$ cat src/shared/bbs_pkg.sv
// Purpose: Shared constants and types for the backup supply switch control.
// Assumes: Byte addressed 32-bit register words on the Avalon-MM slave.
// Notes:   Offsets, field positions and reset values live here only.
package bbs_pkg;

  localparam int unsigned BBS_ADDR_W = 8;
  localparam int unsigned BBS_DATA_W = 32;

  localparam logic [7:0] BBS_OFS_CTRL     = 8'h00;
  localparam logic [7:0] BBS_OFS_STATUS   = 8'h04;
  localparam logic [7:0] BBS_OFS_IRQ_STAT = 8'h08;
  localparam logic [7:0] BBS_OFS_IRQ_MASK = 8'h0c;

  // Control register fields.
  localparam int unsigned BBS_CTRL_LP     = 0;
  localparam int unsigned BBS_CTRL_FO_LSB = 1;
  localparam int unsigned BBS_CTRL_BKOFF  = 5;
  localparam int unsigned BBS_CTRL_EXTTB  = 6;
  localparam logic [6:0]  BBS_CTRL_RST    = 7'h00;

  // Status register fields.
  localparam int unsigned BBS_ST_BACKUP = 0;
  localparam int unsigned BBS_ST_ARMED  = 1;
  localparam int unsigned BBS_ST_PLOSS  = 2;
  localparam int unsigned BBS_ST_CMP    = 4;

  // Interrupt status and mask fields.
  localparam int unsigned BBS_IRQ_W      = 3;
  localparam int unsigned BBS_IRQ_ENTER  = 0;
  localparam int unsigned BBS_IRQ_RETURN = 1;
  localparam int unsigned BBS_IRQ_ALARM  = 2;
  localparam logic [2:0]  BBS_IRQ_RST    = 3'h0;

  localparam logic        BBS_PLOSS_RST  = 1'b1;
  localparam int unsigned BBS_FO_W       = 4;
  localparam int unsigned BBS_DIV_W      = 14;

  typedef enum logic [2:0] {
    BBS_ST_UNPOWERED = 3'b001,
    BBS_ST_NORMAL    = 3'b010,
    BBS_ST_BATTERY   = 3'b100
  } bbs_mode_e;

  // Analog comparator results, each high while the relation holds.
  typedef struct packed {
    logic vdd_below_bat;   // Main below battery minus hysteresis.
    logic vdd_above_bat;   // Main above battery plus hysteresis.
    logic vdd_below_trip;  // Main below trip threshold.
    logic vdd_above_trip;  // Main above trip threshold plus hysteresis.
  } bbs_cmp_s;

  typedef struct packed {
    logic                ext_timebase;
    logic                backup_outputs_off;
    logic [BBS_FO_W-1:0] freq_sel;
    logic                low_power_switching;
  } bbs_ctrl_s;

endpackage

$ cat src/rtl/bbs_switch.sv
// Purpose: Supply mode control with serial gating, shared pin and status.
// Assumes: Comparators are analog and outside, synchronised here; other inputs are synchronous.
// Notes:   Registers sit on an Avalon-MM slave with one wait cycle.
//
// Added by the designer: the Avalon-MM slave port and the register addresses.
`timescale 1ns/1ns
module bbs_switch (
  // Clock and reset.
  input  wire logic                         core_clk,
  input  wire logic                         rst_n,
  // Avalon-MM register slave.
  input  wire logic [bbs_pkg::BBS_ADDR_W-1:0] avs_address,
  input  wire logic                         avs_read,
  input  wire logic                         avs_write,
  input  wire logic [bbs_pkg::BBS_DATA_W-1:0] avs_writedata,
  output logic      [bbs_pkg::BBS_DATA_W-1:0] avs_readdata,
  output logic                              avs_waitrequest,
  output logic                              irq,
  // Supply comparators.
  input  wire bbs_pkg::bbs_cmp_s            cmp_in,
  output logic                              trip_cmp_enable,
  output logic                              battery_select,
  // Timebase and alarm.
  input  wire logic                         osc_level,
  input  wire logic                         crystal_input,
  input  wire logic                         alarm_active,
  // Serial bus pins and the serial engine side.
  input  wire logic                         scl_in,
  input  wire logic                         sda_in,
  output logic                              sda_out,
  output logic                              sda_oe,
  input  wire logic                         engine_sda_low,
  output logic                              engine_scl,
  output logic                              engine_sda,
  // Shared alarm or frequency pin.
  output logic                              alarm_or_freq_pin_out,
  output logic                              alarm_or_freq_pin_oe
);
  import bbs_pkg::*;

  bbs_mode_e                 mode;
  bbs_ctrl_s                 ctrl;
  bbs_cmp_s                  cmp_sync1;
  bbs_cmp_s                  cmp_sync2;
  bbs_cmp_s                  cmp_prev;
  bbs_cmp_s                  cmp_stable;
  logic                      armed;
  logic                      total_power_loss_flag;
  logic [BBS_IRQ_W-1:0]      irq_stat;
  logic [BBS_IRQ_W-1:0]      irq_mask;
  logic [BBS_IRQ_W-1:0]      irq_event;
  logic                      alarm_prev;
  logic                      tb_level;
  logic                      tb_prev;
  logic [BBS_DIV_W-1:0]      tb_div;
  logic                      freq_level;
  logic                      enter_cond;
  logic                      exit_cond;
  logic                      outputs_off;
  logic                      wr_done;
  logic [BBS_DATA_W-1:0]     next_readdata;

  // Comparator crossing: two-stage synchroniser, then a stability filter.
  always_ff @(posedge core_clk) begin
    if (!rst_n) begin
      cmp_sync1  <= '0;
      cmp_sync2  <= '0;
      cmp_prev   <= '0;
      cmp_stable <= '0;
    end else begin
      cmp_sync1 <= cmp_in;
      cmp_sync2 <= cmp_sync1;
      cmp_prev  <= cmp_sync2;
      if (cmp_sync2 == cmp_prev) begin
        cmp_stable <= cmp_sync2;
      end
    end
  end

  // In low-power switching the trip comparison plays no part.
  assign enter_cond = ctrl.low_power_switching
                    ? cmp_stable.vdd_below_bat
                    : (cmp_stable.vdd_below_bat &&
                       cmp_stable.vdd_below_trip);
  assign exit_cond  = cmp_stable.vdd_above_bat ||
                      (!ctrl.low_power_switching &&
                       cmp_stable.vdd_above_trip);

  // Supply mode; the battery is untouched until main power has been seen.
  always_ff @(posedge core_clk) begin
    if (!rst_n) begin
      mode  <= BBS_ST_UNPOWERED;
      armed <= 1'b0;
    end else begin
      unique case (mode)
        BBS_ST_UNPOWERED: begin
          if (exit_cond) begin
            mode  <= BBS_ST_NORMAL;
            armed <= 1'b1;
          end
        end
        BBS_ST_NORMAL: begin
          if (enter_cond) begin
            mode <= BBS_ST_BATTERY;
          end
        end
        BBS_ST_BATTERY: begin
          if (exit_cond) begin
            mode <= BBS_ST_NORMAL;
          end
        end
      endcase
    end
  end

  always_ff @(posedge core_clk) begin
    if (!rst_n) begin
      battery_select  <= 1'b0;
      trip_cmp_enable <= 1'b1;
    end else begin
      battery_select  <= (mode == BBS_ST_BATTERY);
      trip_cmp_enable <= !ctrl.low_power_switching;
    end
  end

  // Serial gating: in backup the engine sees an idle bus.
  always_ff @(posedge core_clk) begin
    if (!rst_n) begin
      engine_scl <= 1'b1;
      engine_sda <= 1'b1;
      sda_out    <= 1'b0;
      sda_oe     <= 1'b0;
    end else begin
      engine_scl <= (mode == BBS_ST_BATTERY) ? 1'b1 : scl_in;
      engine_sda <= (mode == BBS_ST_BATTERY) ? 1'b1 : sda_in;
      sda_out    <= 1'b0;
      sda_oe     <= engine_sda_low && (mode == BBS_ST_NORMAL);
    end
  end

  // Timebase select and frequency divider.
  always_ff @(posedge core_clk) begin
    if (!rst_n) begin
      tb_level <= 1'b0;
      tb_prev  <= 1'b0;
      tb_div   <= '0;
    end else begin
      tb_level <= ctrl.ext_timebase ? crystal_input : osc_level;
      tb_prev  <= tb_level;
      if (tb_level && !tb_prev) begin
        tb_div <= tb_div + 1'b1;
      end
    end
  end

  // Select 1 passes the timebase; select n divides it by 2 to the n-1.
  always_comb begin
    if (ctrl.freq_sel <= 4'h1) begin
      freq_level = tb_level;
    end else begin
      freq_level = tb_div[ctrl.freq_sel - 4'h2];
    end
  end

  assign outputs_off = ctrl.backup_outputs_off &&
                       (mode == BBS_ST_BATTERY);

  // Shared open-drain pin: only the enable moves, the level stays low.
  always_ff @(posedge core_clk) begin
    if (!rst_n) begin
      alarm_or_freq_pin_out <= 1'b0;
      alarm_or_freq_pin_oe  <= 1'b0;
    end else begin
      alarm_or_freq_pin_out <= 1'b0;
      if (outputs_off) begin
        alarm_or_freq_pin_oe <= 1'b0;
      end else if (ctrl.freq_sel != '0) begin
        alarm_or_freq_pin_oe <= !freq_level;
      end else begin
        alarm_or_freq_pin_oe <= alarm_active;
      end
    end
  end

  // Avalon slave: one wait cycle per access; data stands at the done edge.
  assign wr_done = avs_write && !avs_waitrequest;

  always_ff @(posedge core_clk) begin
    if (!rst_n) begin
      avs_waitrequest <= 1'b1;
    end else begin
      avs_waitrequest <= !((avs_read || avs_write) && avs_waitrequest);
    end
  end

  always_comb begin
    next_readdata = '0;
    unique case (avs_address)
      BBS_OFS_CTRL: begin
        next_readdata[6:0] = ctrl;
      end
      BBS_OFS_STATUS: begin
        next_readdata[BBS_ST_BACKUP] = (mode == BBS_ST_BATTERY);
        next_readdata[BBS_ST_ARMED]  = armed;
        next_readdata[BBS_ST_PLOSS]  = total_power_loss_flag;
        next_readdata[BBS_ST_CMP+:4] = cmp_stable;
      end
      BBS_OFS_IRQ_STAT: begin
        next_readdata[BBS_IRQ_W-1:0] = irq_stat;
      end
      BBS_OFS_IRQ_MASK: begin
        next_readdata[BBS_IRQ_W-1:0] = irq_mask;
      end
      default: begin
        next_readdata = '0;
      end
    endcase
  end

  always_ff @(posedge core_clk) begin
    if (!rst_n) begin
      avs_readdata <= '0;
    end else if (avs_read && avs_waitrequest) begin
      avs_readdata <= next_readdata;
    end
  end

  always_ff @(posedge core_clk) begin
    if (!rst_n) begin
      ctrl     <= BBS_CTRL_RST;
      irq_mask <= BBS_IRQ_RST;
    end else if (wr_done) begin
      if (avs_address == BBS_OFS_CTRL) begin
        ctrl <= avs_writedata[6:0];
      end
      if (avs_address == BBS_OFS_IRQ_MASK) begin
        irq_mask <= avs_writedata[BBS_IRQ_W-1:0];
      end
    end
  end

  // Cold start leaves the flag set; only a write of one clears it.
  always_ff @(posedge core_clk) begin
    if (!rst_n) begin
      total_power_loss_flag <= BBS_PLOSS_RST;
    end else if (wr_done && avs_address == BBS_OFS_STATUS &&
                 avs_writedata[BBS_ST_PLOSS]) begin
      total_power_loss_flag <= 1'b0;
    end
  end

  // Sticky events; a new event wins over a clear in the same cycle.
  always_comb begin
    irq_event = '0;
    irq_event[BBS_IRQ_ENTER]  = (mode == BBS_ST_NORMAL) && enter_cond;
    irq_event[BBS_IRQ_RETURN] = (mode == BBS_ST_BATTERY) && exit_cond;
    irq_event[BBS_IRQ_ALARM]  = alarm_active && !alarm_prev;
  end

  always_ff @(posedge core_clk) begin
    if (!rst_n) begin
      irq_stat   <= BBS_IRQ_RST;
      alarm_prev <= 1'b0;
      irq        <= 1'b0;
    end else begin
      alarm_prev <= alarm_active;
      if (wr_done && avs_address == BBS_OFS_IRQ_STAT) begin
        irq_stat <= (irq_stat & ~avs_writedata[BBS_IRQ_W-1:0]) | irq_event;
      end else begin
        irq_stat <= irq_stat | irq_event;
      end
      irq <= |(irq_stat & irq_mask);
    end
  end

  a_backup_entry_cond: assert property (
    @(posedge core_clk) disable iff (!rst_n)
    (mode == BBS_ST_NORMAL && !ctrl.low_power_switching &&
     cmp_stable.vdd_below_bat && cmp_stable.vdd_below_trip)
    |=> mode == BBS_ST_BATTERY)
    else $error("normal mode did not enter backup on both conditions");

  a_backup_needs_both: assert property (
    @(posedge core_clk) disable iff (!rst_n)
    (mode == BBS_ST_NORMAL && !ctrl.low_power_switching &&
     !cmp_stable.vdd_below_trip) |=> mode != BBS_ST_BATTERY)
    else $error("backup entered without trip condition");

  a_backup_exit_any: assert property (
    @(posedge core_clk) disable iff (!rst_n)
    (mode == BBS_ST_BATTERY && cmp_stable.vdd_above_bat)
    |=> mode == BBS_ST_NORMAL)
    else $error("backup did not return to normal");

  a_trip_exit_normal: assert property (
    @(posedge core_clk) disable iff (!rst_n)
    (mode == BBS_ST_BATTERY && !ctrl.low_power_switching &&
     cmp_stable.vdd_above_trip) |=> mode == BBS_ST_NORMAL)
    else $error("backup did not leave on trip recovery");

  a_serial_gated: assert property (
    @(posedge core_clk) disable iff (!rst_n)
    (mode == BBS_ST_BATTERY) ##1 (mode == BBS_ST_BATTERY)
    |-> !sda_oe && engine_scl && engine_sda)
    else $error("serial bus active in backup");

  a_pin_backup_off: assert property (
    @(posedge core_clk) disable iff (!rst_n)
    outputs_off |=> !alarm_or_freq_pin_oe)
    else $error("shared pin driven while disabled in backup");

  a_loss_flag_hold: assert property (
    @(posedge core_clk) disable iff (!rst_n)
    (total_power_loss_flag && !(wr_done &&
     avs_address == BBS_OFS_STATUS)) |=> total_power_loss_flag)
    else $error("power loss flag dropped without a clear");

  a_lp_ignore_trip: assert property (
    @(posedge core_clk) disable iff (!rst_n)
    (mode == BBS_ST_NORMAL && ctrl.low_power_switching &&
     cmp_stable.vdd_below_bat) |=> mode == BBS_ST_BATTERY)
    else $error("low power switching did not enter backup");

  a_no_battery_first: assert property (
    @(posedge core_clk) disable iff (!rst_n)
    !armed |-> mode != BBS_ST_BATTERY && !battery_select)
    else $error("battery used before first main power-up");

  a_irq_mode_pin: assert property (
    @(posedge core_clk) disable iff (!rst_n)
    (ctrl.freq_sel == '0 && !outputs_off && alarm_active)
    |=> alarm_or_freq_pin_oe && !alarm_or_freq_pin_out)
    else $error("alarm not signalled on shared pin");

  a_sda_open_drain: assert property (
    @(posedge core_clk) disable iff (!rst_n)
    sda_oe |-> !sda_out && $past(engine_sda_low))
    else $error("serial data driven other than low");

  a_cmp_two_stable: assert property (
    @(posedge core_clk) disable iff (!rst_n)
    $changed(cmp_stable) |-> $past(cmp_sync2) == cmp_stable &&
    $past(cmp_prev) == cmp_stable)
    else $error("comparator accepted without stability");

endmodule

$ cat config.mk
export PLATFORM = sky130hd
export DESIGN_NAME = bbs_switch
export DESIGN_NICKNAME = d
export VERILOG_FILES = /design/src/shared/bbs_pkg.sv /design/src/rtl/bbs_switch.sv
export SDC_FILE = /design/constraint.sdc
export NUM_CORES = 1
export LEC_CHECK = 0
export BUFFER_PORTS_ARGS = -buffer_cell sky130_fd_sc_hd__buf_2
export CAP_MARGIN = 5
export CORE_ASPECT_RATIO = 1.4
export CORE_UTILIZATION = 30
export CTS_CLUSTER_DIAMETER = 100
export DETAILED_ROUTE_END_ITERATION = 8
export PLACE_DENSITY = 0.58
export SYNTH_ARGS = -nofsm -noshare
export SYNTH_HDL_FRONTEND = slang
export SYNTH_SLANG_ARGS = --single-unit
$ cat constraint.sdc
create_clock -name core_clk -period 2.2 [get_ports core_clk]
set_input_delay 0.44 -clock core_clk [delete_from_list [all_inputs] [get_ports core_clk]]
set_output_delay 0.44 -clock core_clk [all_outputs]
set_load 0.01 [all_outputs]
==> results of run 1 <==
power groups by stage:
| stage | combinational, mW | sequential (mW) | clock (mW) |
|---|---|---|---|
| 5_1_grt | 0.200 | 1.28 | 1.72 |
| 4_1_cts | 0.178 | 1.27 | 1.66 |
| 3_3_place_gp | 0.176 | 1.30 | 0 |
| 3_5_place_dp | 0.178 | 1.30 | 0 |
| 2_1_floorplan | 0.147 | 1.29 | 0 |
| 6_report | 0.176 | 1.27 | 1.62 |
cell families (layout without fill, tap and decap cells):
logic type               Yosys count  after routing  synth area share
AO/OA/AOI/OAI                     39             39            0.0839
XOR/XNOR                          13             13            0.0382
adder cells (fa/ha/maj)            2              2           0.00839
buffers and inverters             46             74            0.0957
flip-flops                        67             67             0.450
multiplexers                      28             28             0.113
other                              1             26           0.00126
AND/OR/NAND/NOR                  111            111             0.210
cell usage after synthesis (all sizes together), types with 2 or more instances:
cell,count,area share
dfxtp,67,0.45
nor2,34,0.043
buf,31,0.077
mux2i,19,0.064
and2,18,0.038
nand2,12,0.015
a21oi,11,0.018
nand4,11,0.023
clkbuf,9,0.011
o21ai,9,0.015
or3,7,0.015
xor2,7,0.021
inv,6,0.0076
xnor2,6,0.018
mux2,5,0.019
nand3,5,0.013
mux4,4,0.030
nor2b,4,0.0084
a22oi,3,0.0076
and3,3,0.0067
nor3b,3,0.0092
o21a,3,0.0076
a31o,2,0.0059
a31oi,2,0.0042
a32oi,2,0.0059
and3b,2,0.0059
ha,2,0.0084
nor4b,2,0.0059
o211ai,2,0.0050
sequential cells by signal, indices dropped and copies added (netlist names), 3 cells and up:
register      flops
ctrl              7
cmp_sync2         4
irq_mask          3
avs_readdata      8
cmp_sync1         4
irq_stat          3
mode              3
cmp_prev          4
cmp_stable        4
tb_div           14
critical path, stage by stage (launching register included):
cell and delay [ps]:
dfxtp_1 630, mux4_2 570, a211o_1 300, a31oi_1 200
area by class of cell:
cell class / instances / area share
repair buffers: 52 / 0.0810
well taps: 132 / 0.0457
clock inverters: 5 / 0.0277
flip-flops and latches: 67 / 0.371
multi-input cells: 219 / 0.401
inverters: 6 / 0.00623
clock buffers: 11 / 0.0672
per-stage QoR:
stage               instance area (µm²)  utilization  hold WS, ps  cells  setup slack [ps]
floorplan                          3080            -          390    332               623
global placement                   3270        0.342          414    476               397
detailed placement                 3270        0.342          422    476               352
CTS                                3610        0.378          290    492               405
global route                       3610        0.378          302    492               266
finish                             3610        0.378          295    492               420
worst max path at each step:
stage	endpoint	slack, ps	cells after the start
finish	alarm_or_freq_pin_oe	420	3
global placement	ctrl[6]	400	7
detailed placement	ctrl[2]	350	7
CTS	alarm_or_freq_pin_oe	400	3
floorplan	irq_stat[1]	620	5
global route	alarm_or_freq_pin_oe	270	6
routing by layer:
| layer | vias up | GRT usage |
|---|---|---|
| met5 | - | 0 |
| met4 | 0 | 0.0646 |
| met1 | 1032 | 0.157 |
| met3 | 14 | 0.0282 |
| met2 | 63 | 0.233 |
| li1 | 1118 | - |
==> metrics.txt, run 1 <==
ANT nets after route=0; gpl congestion=~0.78; setup TNS=0 ps; most frequent cells in the layout=dfxtp_1, buf_2, nor2_1; max_cap viols=0; fmax=between 500 and 600 MHz; share of cells above drive strength 1=0.239; outcome=complete, no violations; Setup crit start kind=register; I/O pin total=96; GRT Util Overall=0.135; die height=120 µm; clk_lat worst skew=~330 ps; global-route wire length before repair=10.7 mm; row count=42; core area=0.00956 mm²; Post-Syn Instances=307; sequential share of power=0.414; drt wl/cell=~13 µm; VDD IR-drop max=roughly 0.54 mV; crit path launch=ctrl[1]; Tot Pwr=just over 3 mW; initial antenna violation count=0; Mapped Avg Cell Area=a little under 10 µm²; Switching Share=0.201; final hold viol count=0; Main synth FF type=dfxtp_1; Max Slew Vio Count=0; arrival time at the worst endpoint=2020 ps; first-pass detailed-route iteration total=5; FF-to-FF setup slack=around 420 ps; wire length on met1=around 2.6 mm; top routing layer used=met4; launch point of the worst hold path=scl_in; worst r2r path cells=3; area delta synth->final=21.2%; Worst-Margin Slew=507 ps; commonest non-fill, non-tap cell in the layout=dfxtp_1; mapped cell area=slightly below 0.003 mm²; Async SR Flop Fraction=0; First DRT Iteration DRCs=120; FF+latch area=~0.0013 mm²; Worst slew margin=0.661; Post-CTS Repair Setup Buffers=0; Clock Path Buffers=2; required time of the critical path=2440 ps; Worst R2R End=alarm_or_freq_pin_oe; PortBufs=44; CP max FO=10; Finish-stage setup viols=0; Pint=2.46 mW; detailed-route vias per instance=4.53; r2r startpoint=ctrl[1]; DR vias=2227; sequential area share after synthesis=0.450; grt total ovfl=0; Clk pwr share=0.529; Pleak=1.48 nW; combinational power share=0.057; worst clock skew=between 5 and 6 ps; Min-Delay Path Class=input port to register; fin crit share=0.809; # diodes=0; #FFs+latches synth=67; Resized cells post-CTS=0; Multi-input gate area=roughly 0.0014 mm²; DRC violations left=0; hpwl dp=~4.7 mm; critical path endpoint category=register; DR WL met2=3.29 mm; final net count=approximately 400; # hold bufs at CTS=0; die width=approximately 86 µm; WS Path Type=register to register; TritonCTS buffer count=9; vias in the first global route=around 2.2k; H-tree depth=3; Hold Crit Endpoint=engine_scl; final WL=between 6 and 7 mm; post-route minimum period=around 1800 ps; hold path cells=2; power density over the cells=851 mW/mm²; unrepaired setup endpoints after global routing=no; largest net degree at the start of global routing=27; Yosys cell types=between 50 and 60; Die Area=about 0.010 mm²; CTS tree=yes; CTS root buffer=clkbuf_16; DR WL met3=~230 µm; switching power=618 µW; Syn. warnings=0; CTS sink cnt=67; Post-synth EDFFs=0; Worst-path clk slew=about 50 ps; filler cell count=~990; starting density of the core=0.312
(Power assumes the default switching activity.)
==> run 2, diff against run 1 <==
Clock period 2.2 ns to 1.7 ns, I/O delays scaled along.
==> run 2 against run 1 <==
  * Clock-buffer cell count decreased by 1
  * Worst setup slack got worse by 270 ps
  * Clock power up 24%
==> metrics.txt, run 2 (same netlist as run 1, synthesis figures left out) <==
dpl cells=483 (was 476); hpwl dp=4.70 mm (about the same); WS Path Type=register to register (unchanged); power density over the cells=1060 mW/mm² (was 851 mW/mm²); Max Slew Vio Count=0 (unchanged); Clock Path Buffers=2 (unchanged); final net count=418 (was 411); share of cells above drive strength 1=0.259 (was 0.239); core area=0.00956 mm² (unchanged); VDD IR-drop max=0.691 mV (was 0.536 mV); row count=42 (unchanged); final WL=6.28 mm (was 6.27 mm); arrival time at the worst endpoint=1800 ps (was 2020 ps); die height=120 µm (unchanged); largest net degree at the start of global routing=19 (was 27); post-route minimum period=1550 ps (was 1780 ps); die width=86.3 µm (unchanged); CTS root buffer=clkbuf_16 (unchanged); worst-path cell chain=inv_1 -> ha_1 -> nand2b_1 -> o21ai_0 -> a211o_1 -> a31oi_1 (was mux4_2 -> a211o_1 -> a31oi_1); setup TNS=0 ps (unchanged); most frequent cells in the layout=dfxtp_1, buf_2, nor2_1 (unchanged); Layout Cells excl Fill=499 (was 492); area delta synth->final=22.5% (was 21.2%); sequential share of power=0.424 (was 0.414); Finish-stage setup viols=0 (unchanged); max_cap viols=0 (unchanged); drt wl/cell=12.6 µm (was 12.8 µm); Slowest cell on crit path=dfxtp_1 (unchanged); TritonCTS buffer count=9 (unchanged); initial antenna violation count=0 (unchanged); combinational power share=0.060 (was 0.057); CP max FO=5 (was 10); commonest non-fill, non-tap cell in the layout=dfxtp_1 (unchanged); Pint=3.04 mW (was 2.46 mW); clk_lat worst skew=340 ps (was 330 ps); final hold slack=186 ps (was 295 ps); DRC violations left=0 (unchanged); Pleak=1.50 nW (was 1.48 nW); I/O pin total=96 (unchanged); filler cell count=994 (was 986); Biggest register=tb_div (unchanged); ANT nets after route=0 (unchanged); outcome=complete, no violations (unchanged); critical path endpoint category=register (unchanged); post-route cell area=0.00365 mm² (was 0.00361 mm²); Worst-path clk slew=60 ps (was 50 ps); starting density of the core=0.312 (unchanged); Clk pwr share=0.516 (was 0.529); H-tree depth=3 (unchanged); cell family with most CP delay=compound AO/OA/AOI/OAI gates (was flip-flops); unrepaired setup endpoints after global routing=no (unchanged); First DRT Iteration DRCs=94 (was 120); # diodes=0 (unchanged); max FFs per register=14 (unchanged); fin crit share=0.910 (was 0.809); Cell Area, Placed=0.00332 mm² (was 0.00327 mm²); switching power=851 µW (was 618 µW); WP buf/inv=1 (was 0); fmax=646 MHz (was 562 MHz); CP peak stage delay=360 ps (was 630 ps); final core utilization=0.382 (was 0.378); Min-Delay Path Class=input port to register (unchanged); top flop regs=tb_div x14, avs_readdata x8, ctrl x7 (unchanged); Switching Share=0.219 (was 0.201); PortBufs=44 (unchanged); CTS tree=yes (unchanged); gpl congestion=0.791 (was 0.777); DR vias=2240 (was 2227); detailed-route vias per instance=4.49 (was 4.53); required time of the critical path=1950 ps (was 2440 ps); Die Area=0.0103 mm² (unchanged); vias in the first global route=2163 (was 2224); Setup crit start kind=register (unchanged); worst clock skew=5.57 ps (was 5.24 ps); Post-CTS Repair Setup Buffers=0 (unchanged); GRT Util Overall=0.132 (was 0.135); global-route wire length before repair=10.1 mm (was 10.7 mm); grt total ovfl=0 (unchanged); first-pass detailed-route iteration total=4 (was 5); # hold bufs at CTS=0 (unchanged); Resized cells post-CTS=0 (unchanged); final hold viol count=0 (unchanged); CTS sink cnt=67 (unchanged)
==> run 2: metal layers <==
| metal | track usage | wire [µm] | up-vias |
|---|---|---|---|
| li1 | - | - | 1131 |
| met1 | 0.142 | 2640 | 1035 |
| met2 | 0.224 | 3210 | 58 |
| met3 | 0.0234 | 198 | 16 |
| met4 | 0.106 | 239 | 0 |
| met5 | 0 | 0 | - |
==> run 2: path summary, 6_finish.rpt <==
| kind | start | slack [ps] | cells after the start | to |
|---|---|---|---|---|
| hold / removal | sda_in | 190 | 2 | engine_sda |
| setup reg to reg | ctrl[3] | 150 | 6 | alarm_or_freq_pin_oe |
| hold reg to reg | cmp_sync1[1] | 430 | 1 | cmp_sync2[1] |
| setup / recovery | ctrl[3] | 150 | 6 | alarm_or_freq_pin_oe |
==> run 2: layout make-up <==
cell class | count | area, µm² | share of cell area
multi-input cells | 219 | 1450 | 0.397
flip-flops and latches | 67 | 1340 | 0.368
repair buffers | 59 | 345 | 0.0946
clock buffers | 10 | 239 | 0.0654
well taps | 132 | 165 | 0.0452
clock inverters | 6 | 88.8 | 0.0243
inverters | 6 | 22.5 | 0.00617
==> run 2: stage by stage <==
step / power [mW] / worst slack [ps]
2_1_floorplan: 1.87 / 223
3_3_place_gp: 1.91 / 56.6
3_5_place_dp: 1.92 / 44.4
4_1_cts: 3.94 / 126
5_1_grt: 4.03 / 28.0
6_report: 3.89 / 153
==> run 2: power groups by stage <==
stage	Clock [mW]	Combinational, mW	Sequential [mW]
floorplan	0	0.190	1.68
global placement	0	0.232	1.68
detailed placement	0	0.236	1.68
CTS	2.05	0.237	1.65
global route	2.11	0.259	1.65
finish	2.01	0.234	1.65
